<file path="config.mk">
export PLATFORM = sky130hd
export DESIGN_NAME = nipc_ctrl
export DESIGN_NICKNAME = d
export VERILOG_FILES = /design/src/nipc_pkg.sv /design/src/nipc_ctrl.sv
export SDC_FILE = /design/constraint.sdc
export NUM_CORES = 1
export LEC_CHECK = 0
export BUFFER_PORTS_ARGS = -buffer_cell sky130_fd_sc_hd__buf_2
export CAP_MARGIN = 10
export CORE_UTILIZATION = 30
export DETAILED_ROUTE_END_ITERATION = 12
export PLACE_DENSITY_LB_ADDON = 0.08
export RECOVER_POWER = 50
export SLEW_MARGIN = 20
export SYNTH_ARGS = -nofsm -noshare
export SYNTH_HDL_FRONTEND = slang
export SYNTH_SLANG_ARGS = --single-unit
</file>
<file path="constraint.sdc">
create_clock -name pclk -period 24.8 [get_ports pclk]
set_input_delay 6.2 -clock pclk [delete_from_list [all_inputs] [get_ports pclk]]
set_output_delay 6.2 -clock pclk [all_outputs]
set_load 0.005 [all_outputs]
</file>
<file path="src/nipc_pkg.sv">
// Shared constants and types of the nested interrupt priority controller.
// Assumes an APB master and a CPU core on the same pclk.
package nipc_pkg;

  localparam int NUM_VEC = 13;
  localparam int APB_AW = 8;

  // Register byte offsets on APB
  localparam logic [7:0] OFS_LEVEL0 = 8'h00;
  localparam logic [7:0] OFS_LEVEL1 = 8'h04;
  localparam logic [7:0] OFS_LEVEL2 = 8'h08;
  localparam logic [7:0] OFS_LEVEL3 = 8'h0C;
  localparam logic [7:0] OFS_CC = 8'h10;
  localparam logic [7:0] OFS_PEND = 8'h14;

  localparam logic [7:0] LEVEL_RESET = 8'hFF;
  localparam logic [3:0] LEVEL3_RO_ONES = 4'hF;

  // Level encodings of a {hi, lo} pair
  localparam logic [1:0] LVL0 = 2'b10;
  localparam logic [1:0] LVL1 = 2'b01;
  localparam logic [1:0] LVL2 = 2'b00;
  localparam logic [1:0] LVL3 = 2'b11;

  // Positions of the pair in the condition code
  localparam int CC_HI_POS = 5;
  localparam int CC_LO_POS = 3;

  // Vector table
  localparam logic [15:0] VEC_RESET = 16'hFFFE;
  localparam logic [15:0] VEC_TRAP = 16'hFFFC;
  localparam logic [15:0] VEC_BASE = 16'hFFFA;

  // Vector 1 is reserved
  localparam logic [12:0] USED_MASK = 13'h1FFD;
  // Wake capability per halt flavour
  localparam logic [12:0] WAKE_HALT = 13'h001C;
  localparam logic [12:0] WAKE_ACTIVE = 13'h049C;
  localparam logic [12:0] WAKE_AUTO = 13'h001D;

  typedef enum logic [1:0] {
    MODE_RUN = 2'b00,
    MODE_HALT = 2'b01,
    MODE_ACTIVE_HALT = 2'b10,
    MODE_AUTO_WAKEUP = 2'b11
  } nipc_mode_t;

  typedef enum logic [1:0] {
    ST_IDLE = 2'b00,
    ST_STACK = 2'b01,
    ST_LOAD = 2'b11
  } nipc_state_t;

  // Level-changing instructions retired by the CPU, one-cycle strobes
  typedef struct packed {
    logic enable_irq_instr;
    logic disable_irq_instr;
    logic halt_instr;
    logic wait_for_irq_instr;
    logic pop_cc_instr;
    logic irq_return_instr;
    logic trap_instr;
    logic [7:0] cc_data;
  } nipc_instr_t;

  // Entry sequence toward the CPU
  typedef struct packed {
    logic stack_req;
    logic enter;
    logic nmi;
    logic [3:0] vec_num;
    logic [15:0] vec_addr;
  } nipc_entry_t;

  // Ordering rank of an encoded level
  function automatic logic [1:0] lvl_rank(input logic [1:0] p);
    case (p)
      LVL0: lvl_rank = 2'd0;
      LVL1: lvl_rank = 2'd1;
      LVL2: lvl_rank = 2'd2;
      default: lvl_rank = 2'd3;
    endcase
  endfunction

endpackage

</file>
<file path="src/nipc_ctrl.sv">
// Nested interrupt priority controller: level pair, vector priorities,
// arbitration and entry sequencing.
// Assumes peripherals hold their requests until serviced or cleared, and
// the CPU strobes retired instructions on pclk.
//
// The register addresses and the APB interface to the registers were decided locally.
`timescale 1ns/1ps

module nipc_ctrl
  import nipc_pkg::*;
(
  input wire logic pclk,
  input wire logic presetn,
  input wire logic psel,
  input wire logic penable,
  input wire logic pwrite,
  input wire logic [nipc_pkg::APB_AW-1:0] paddr,
  input wire logic [31:0] pwdata,
  input wire logic [3:0] pstrb,
  output logic [31:0] prdata,
  output logic pready,
  output logic pslverr,
  input wire logic [nipc_pkg::NUM_VEC-1:0] irq_req,
  input wire nipc_pkg::nipc_instr_t cpu_instr,
  input wire logic instr_boundary,
  input wire logic stack_done,
  input wire nipc_pkg::nipc_mode_t halt_mode,
  output nipc_pkg::nipc_entry_t entry,
  output logic [1:0] cc_prio,
  output logic branch_if_masked,
  output logic branch_if_unmasked,
  output logic wake
);
  import nipc_pkg::*;

  // Last entry is the spare pair: stored and read back, never arbitrated
  logic [1:0] vec_lvl [NUM_VEC + 1];
  nipc_state_t state;
  logic trap_pend;
  logic serve_nmi;
  logic [3:0] serve_num;
  logic [1:0] serve_lvl;

  logic apb_done;
  logic apb_wr;
  logic [31:0] next_prdata;
  logic next_err;

  logic [12:0] wake_mask;
  logic [12:0] eligible;
  logic win_valid;
  logic [3:0] win_num;
  logic [1:0] win_rank;

  // APB: one wait state, write and read take effect on the pready edge
  assign apb_done = psel && penable && pready;
  assign apb_wr = apb_done && pwrite && pstrb[0];

  always_ff @(posedge pclk or negedge presetn) begin
    if (!presetn) begin
      pready <= 1'b0;
    end else begin
      pready <= psel && penable && !pready;
    end
  end

  always_ff @(posedge pclk or negedge presetn) begin
    if (!presetn) begin
      prdata <= 32'h0000_0000;
      pslverr <= 1'b0;
    end else if (psel && penable && !pready) begin
      prdata <= pwrite ? 32'h0000_0000 : next_prdata;
      pslverr <= next_err;
    end else begin
      pslverr <= 1'b0;
    end
  end

  // Read mux; the top nibble of the fourth register always reads ones
  always_comb begin
    next_prdata = 32'h0000_0000;
    next_err = 1'b0;
    if (paddr == OFS_LEVEL0) begin
      next_prdata[7:0] = {vec_lvl[3], vec_lvl[2], vec_lvl[1], vec_lvl[0]};
    end else if (paddr == OFS_LEVEL1) begin
      next_prdata[7:0] = {vec_lvl[7], vec_lvl[6], vec_lvl[5], vec_lvl[4]};
    end else if (paddr == OFS_LEVEL2) begin
      next_prdata[7:0] = {vec_lvl[11], vec_lvl[10], vec_lvl[9], vec_lvl[8]};
    end else if (paddr == OFS_LEVEL3) begin
      next_prdata[7:0] = {LEVEL3_RO_ONES, vec_lvl[NUM_VEC],
                          vec_lvl[NUM_VEC-1]};
    end else if (paddr == OFS_CC) begin
      next_prdata[CC_HI_POS] = cc_prio[1];
      next_prdata[CC_LO_POS] = cc_prio[0];
    end else if (paddr == OFS_PEND) begin
      next_prdata[NUM_VEC-1:0] = irq_req;
    end else begin
      next_err = 1'b1;
    end
  end

  // Vector level pairs; pair i sits at bits 2*(i%4) of register i/4
  genvar gi;
  generate
    for (gi = 0; gi <= NUM_VEC; gi++) begin : g_vec
      localparam logic [7:0] REG_OFS = 8'((gi / 4) * 4);
      localparam int BIT_POS = (gi % 4) * 2;
      logic [1:0] wr_pair;
      assign wr_pair = pwdata[BIT_POS +: 2];

      always_ff @(posedge pclk or negedge presetn) begin
        if (!presetn) begin
          vec_lvl[gi] <= LEVEL_RESET[BIT_POS +: 2];
        end else if (apb_wr && paddr == REG_OFS) begin
          // Level 0 pattern is refused per pair only
          if (wr_pair != LVL0) begin
            vec_lvl[gi] <= wr_pair;
          end
        end
      end
    end
  endgenerate

  // Wake capability depends on which halt flavour the CPU is in
  always_comb begin
    case (halt_mode)
      MODE_HALT: wake_mask = WAKE_HALT;
      MODE_ACTIVE_HALT: wake_mask = WAKE_ACTIVE;
      MODE_AUTO_WAKEUP: wake_mask = WAKE_AUTO;
      default: wake_mask = USED_MASK;
    endcase
  end

  // Ranks run 10, 01, 00, 11 upward, so 00 sits above 01
  // Reserved vectors never compete in halt only wakers compete
  always_comb begin
    for (int i = 0; i < NUM_VEC; i++) begin
      eligible[i] = irq_req[i] && USED_MASK[i] && wake_mask[i] &&
                    (lvl_rank(vec_lvl[i]) > lvl_rank(cc_prio));
    end
  end

  // Scan from lowest hardware priority up so the lower index wins ties
  always_comb begin
    win_valid = 1'b0;
    win_num = 4'h0;
    win_rank = 2'd0;
    for (int i = NUM_VEC - 1; i >= 0; i--) begin
      if (eligible[i] &&
          (!win_valid || lvl_rank(vec_lvl[i]) >= win_rank)) begin
        win_valid = 1'b1;
        win_num = 4'(i);
        win_rank = lvl_rank(vec_lvl[i]);
      end
    end
  end

  // Trap strobe is held until its entry starts; a new strobe wins the clear
  always_ff @(posedge pclk or negedge presetn) begin
    if (!presetn) begin
      trap_pend <= 1'b0;
    end else if (cpu_instr.trap_instr) begin
      trap_pend <= 1'b1;
    end else if (state == ST_IDLE && instr_boundary) begin
      trap_pend <= 1'b0;
    end
  end

  // Entry sequencer: boundary, stack, then vector and level load
  always_ff @(posedge pclk or negedge presetn) begin
    if (!presetn) begin
      state <= ST_IDLE;
      serve_nmi <= 1'b0;
      serve_num <= 4'h0;
      serve_lvl <= LVL3;
    end else begin
      case (state)
        ST_IDLE: begin
          // Trap ignores the current level
          if (instr_boundary && trap_pend) begin
            state <= ST_STACK;
            serve_nmi <= 1'b1;
            serve_lvl <= LVL3;
          end else if (instr_boundary && win_valid) begin
            state <= ST_STACK;
            serve_nmi <= 1'b0;
            serve_num <= win_num;
            serve_lvl <= vec_lvl[win_num];
          end
        end
        ST_STACK: begin
          if (stack_done) begin
            state <= ST_LOAD;
          end
        end
        ST_LOAD: begin
          state <= ST_IDLE;
        end
        default: begin
          state <= ST_IDLE;
        end
      endcase
    end
  end

  // Pulses toward the CPU; reset leaves the reset vector on the address
  always_ff @(posedge pclk or negedge presetn) begin
    if (!presetn) begin
      entry.stack_req <= 1'b0;
      entry.enter <= 1'b0;
      entry.nmi <= 1'b1;
      entry.vec_num <= 4'h0;
      entry.vec_addr <= VEC_RESET;
    end else begin
      entry.stack_req <= state == ST_IDLE && instr_boundary &&
                         (trap_pend || win_valid);
      entry.enter <= state == ST_LOAD;
      if (state == ST_LOAD) begin
        entry.nmi <= serve_nmi;
        entry.vec_num <= serve_num;
        // Two bytes per vector, descending from vector 0
        entry.vec_addr <= serve_nmi ? VEC_TRAP :
                          VEC_BASE - {11'h000, serve_num, 1'b0};
      end
    end
  end

  // Current level pair; entry load has priority over retiring instructions
  always_ff @(posedge pclk or negedge presetn) begin
    if (!presetn) begin
      cc_prio <= LVL3;
    end else if (state == ST_LOAD) begin
      // A raised level of the serviced vector acts at its next entry
      cc_prio <= serve_lvl;
    end else if (cpu_instr.irq_return_instr || cpu_instr.pop_cc_instr) begin
      cc_prio <= {cpu_instr.cc_data[CC_HI_POS],
                  cpu_instr.cc_data[CC_LO_POS]};
    end else if (cpu_instr.disable_irq_instr) begin
      cc_prio <= LVL3;
    end else if (cpu_instr.enable_irq_instr || cpu_instr.halt_instr ||
                 cpu_instr.wait_for_irq_instr) begin
      cc_prio <= LVL0;
    end
  end

  // Branch conditions follow the pair one cycle late, from flops
  always_ff @(posedge pclk or negedge presetn) begin
    if (!presetn) begin
      branch_if_masked <= 1'b1;
      branch_if_unmasked <= 1'b0;
    end else begin
      branch_if_masked <= cc_prio == LVL3;
      branch_if_unmasked <= cc_prio != LVL3;
    end
  end

  // Wake request while halted: a wake-capable source is eligible
  always_ff @(posedge pclk or negedge presetn) begin
    if (!presetn) begin
      wake <= 1'b0;
    end else begin
      wake <= halt_mode != MODE_RUN && win_valid;
    end
  end

endmodule // nipc_ctrl

</file>
==> results.py <==
metrics = {
    "detailed_routing": {
        "wl_per_cell_um": 17.4,
        "vias_per_cell": 5.05,
        "drtPass1Iterations": 4,
        "finalWirelength_um": 17500,
        "drtIter0Drc": 206,
        "remaining_drc_errors": 0,
        "drt.antenna.violating_nets": 0,
        "num_vias": 5072,
    },
    "sta": {
        "hold_ws_ns": 0.452,
        "slew_violations": 71,
        "max_freq_mhz": 43.7,
        "rsz0062_at_grt": "no",
        "skew_ns": 0.00661,
        "timing.final.crit_share_pct": 92.3,
        "hold_viol": 0,
        "timing.setup.tns_ns": 0,
        "max_slew.worst_pin.slew_ns": 3.77,
        "relSlewSlack_pct": -151,
        "setup_viol": 0,
        "fin_crit_ns": 22.90,
        "worst_slack_ns": 1.90,
    },
    "floorplanning": {
        "rows": 50,
        "core_mm2": 0.0188,
        "pin_count": 143,
        "die_width_um": 141,
        "start_util_pct": 30.7,
        "die_height_um": 141,
        "die_area_mm2": 0.0198,
    },
    "finish": {
        "final_cell_mix": "nand2_1, buf_2, ha_1",
        "drive_gt1_share_pct": 20.8,
        "layout_commonest_cell": "nand2_1",
        "utilization_pct": 35.7,
        "fin_nets": 890,
        "layout.cells.non_filler": 1004,
        "syn2layout_area_growth_pct": 16.1,
        "nFillCells": 1973,
        "fin_area_mm2": 0.00672,
        "diodes": 0,
    },
    "synthesis": {
        "synth_top_family_by_area": "compound AO/OA/AOI/OAI gates",
        "muxShareOfSynthArea_pct": 4.80,
        "synth_cell_types": 65,
        "ys_seq_area_share_pct": 31.1,
        "yosys_register_bits": 70,
        "synth-edff-count": 0,
        "synth_xor_area_share_pct": 0.151,
        "synth_adder_area_share_pct": 15.1,
        "syn_inst": 661,
        "ys_warn_count": 0,
        "synth_compound_area_share_pct": 22.2,
        "syn-cell-area_mm2": 0.00579,
        "syn_avg_cell_area_um2": 8.75,
        "synth-simple-area-share_pct": 19.0,
        "synthFlopType": "dfstp_2",
        "synthArstFlopShare_pct": 100,
    },
    "cts": {
        "post_cts_resized": 0,
        "clk-insertion-delay-late_ns": 0.33,
        "cts.reportedPaths.clkPinSlew_ns": 0.06,
        "cts_max_path_buffers": 2,
        "cts.htree.levels": 3,
        "cts_tree": "built",
        "postCtsHoldBufs": 0,
        "cts_root_buf": "clkbuf_16",
        "cts_setup_buffers": 0,
        "cts_buffers": 9,
        "cts.sinks": 70,
    },
    "placed_design": {
        "postPlaceCellArea_mm2": 0.00634,
        "io_buffers": 79,
        "gp_congestion": 0.818,
        "hpwlAfterDp_um": 13800,
        "pre_cts_ws_ns": 1.51,
        "dp_cells": 987,
    },
    "critical_path": {
        "path_class": "in -> reg",
        "path_max_fanout": 11,
        "endpoint_kind": "flip-flop",
        "startpoint_type": "input pin",
        "critical_path_arrival_ns": 23.15,
        "crit_top_cell": "ha_1",
        "slowest_delay_ns": 0.69,
        "cp_slowest_cell": "ha_1",
        "critPathRequiredTime_ns": 25.06,
    },
    "grt": {
        "grt_pass1_vias": 4886,
        "antenna_found_initial": 0,
        "grt_max_degree": 71,
        "grt_pass1_wl_um": 27400,
        "grtUsageTotal_pct": 18.0,
        "grt-ovfl-total": 0,
    },
    "pwr": {
        "power_mw": 0.550,
        "vdd_drop_max_mv": 0.0317,
        "powerDensity_mw_per_mm2": 81.9,
        "leakagePower_nw": 3.27,
    },
    "outcome": {
        "status": "complete, but fails checks",
        "violations": "capacitance limit, slew limit",
    },
    "worst_hold_path": {
        "hp-class": "reg -> reg",
    },
    "flow_run": {
        "max_cap_violations": 1,
    },
}
cell type report:
| type | instances | area [um^2] | area share [%] |
|---|---|---|---|
| clock inverters | 6 | 134 | 1.99 |
| repair buffers | 85 | 444 | 6.61 |
| multi-input cells | 540 | 3660 | 54.5 |
| inverters | 33 | 124 | 1.84 |
| well taps | 260 | 325 | 4.84 |
| clock buffers | 10 | 229 | 3.41 |
| flip-flops and latches | 70 | 1800 | 26.8 |
logic make-up after synthesis:
kind of cell	after synthesis
adder cells (fa/ha/maj)	70
other	2
AND/OR/NAND/NOR	236
multiplexers	27
flip-flops	70
AO/OA/AOI/OAI	176
XOR/XNOR	1
buffers and inverters	79
final timing paths:
path | cells past startpoint | slack [ns] | startpoint | to
max in group asynchronous | 2 | 15.42 | presetn | entry[18]
setup / recovery | 84 | 1.90 | halt_mode[0] | serve_lvl[0]
setup reg to reg | 86 | 7.00 | cc_prio[1] | serve_lvl[0]
hold reg to reg | 2 | 0.45 | entry[2] | entry[2]
hold / removal | 2 | 0.45 | entry[2] | entry[2]
min in group asynchronous | 2 | 7.25 | presetn | prdata[10]
sequential cells by signal (all words and copies together) (netlist names), 2 cells and up:
register	flops
serve_num	4
prdata	13
state	2
cc_prio	2
entry	12
serve_lvl	2
vec_lvl	28
where the power goes:
part | leakage [nW] | internal (mW) | switching, mW
registers | 0.814 | 0.137 | 0.0120
clock network | 0.177 | 0.108 | 0.0504
logic | 2.28 | 0.0971 | 0.145
synth_stat cells, drive strengths merged, types with 7 or more instances:
cell	count	area, um^2
a22oi	7	52.6
ha	70	876
inv	33	124
dfstp	39	1020
o22ai	7	43.8
nand3	12	60.1
mux2i	21	210
buf	36	268
a21o	10	75.1
a21oi	41	205
clkbuf	10	37.5
nor2	57	214
dfrtp	31	776
nand2b	16	100
o2111ai	11	155
and2	7	43.8
o21ai	39	195
nor3	8	40.0
a22o	10	87.6
nand2	94	353
o211ai	7	52.6
nor2b	13	88.8
per-layer routing:
| layer | wire length [um] | GRT usage (%) | vias up |
|---|---|---|---|
| met5 | 0 | 0 | - |
| met4 | 311 | 5.38 | 0 |
| met3 | 625 | 2.34 | 17 |
| met2 | 7800 | 29.0 | 144 |
| met1 | 8740 | 25.1 | 2429 |
| li1 | - | - | 2482 |
critical path, delay by kind of cell:
kind	cells	cell delay (ns)
AOI/OAI and AO/OA	34	6.87
and+or+nand+nor	27	4.64
adders and majority gates	12	3.55
muxes	3	0.96
buffers and inverters	8	0.91
(Power assumes the default switching activity.)
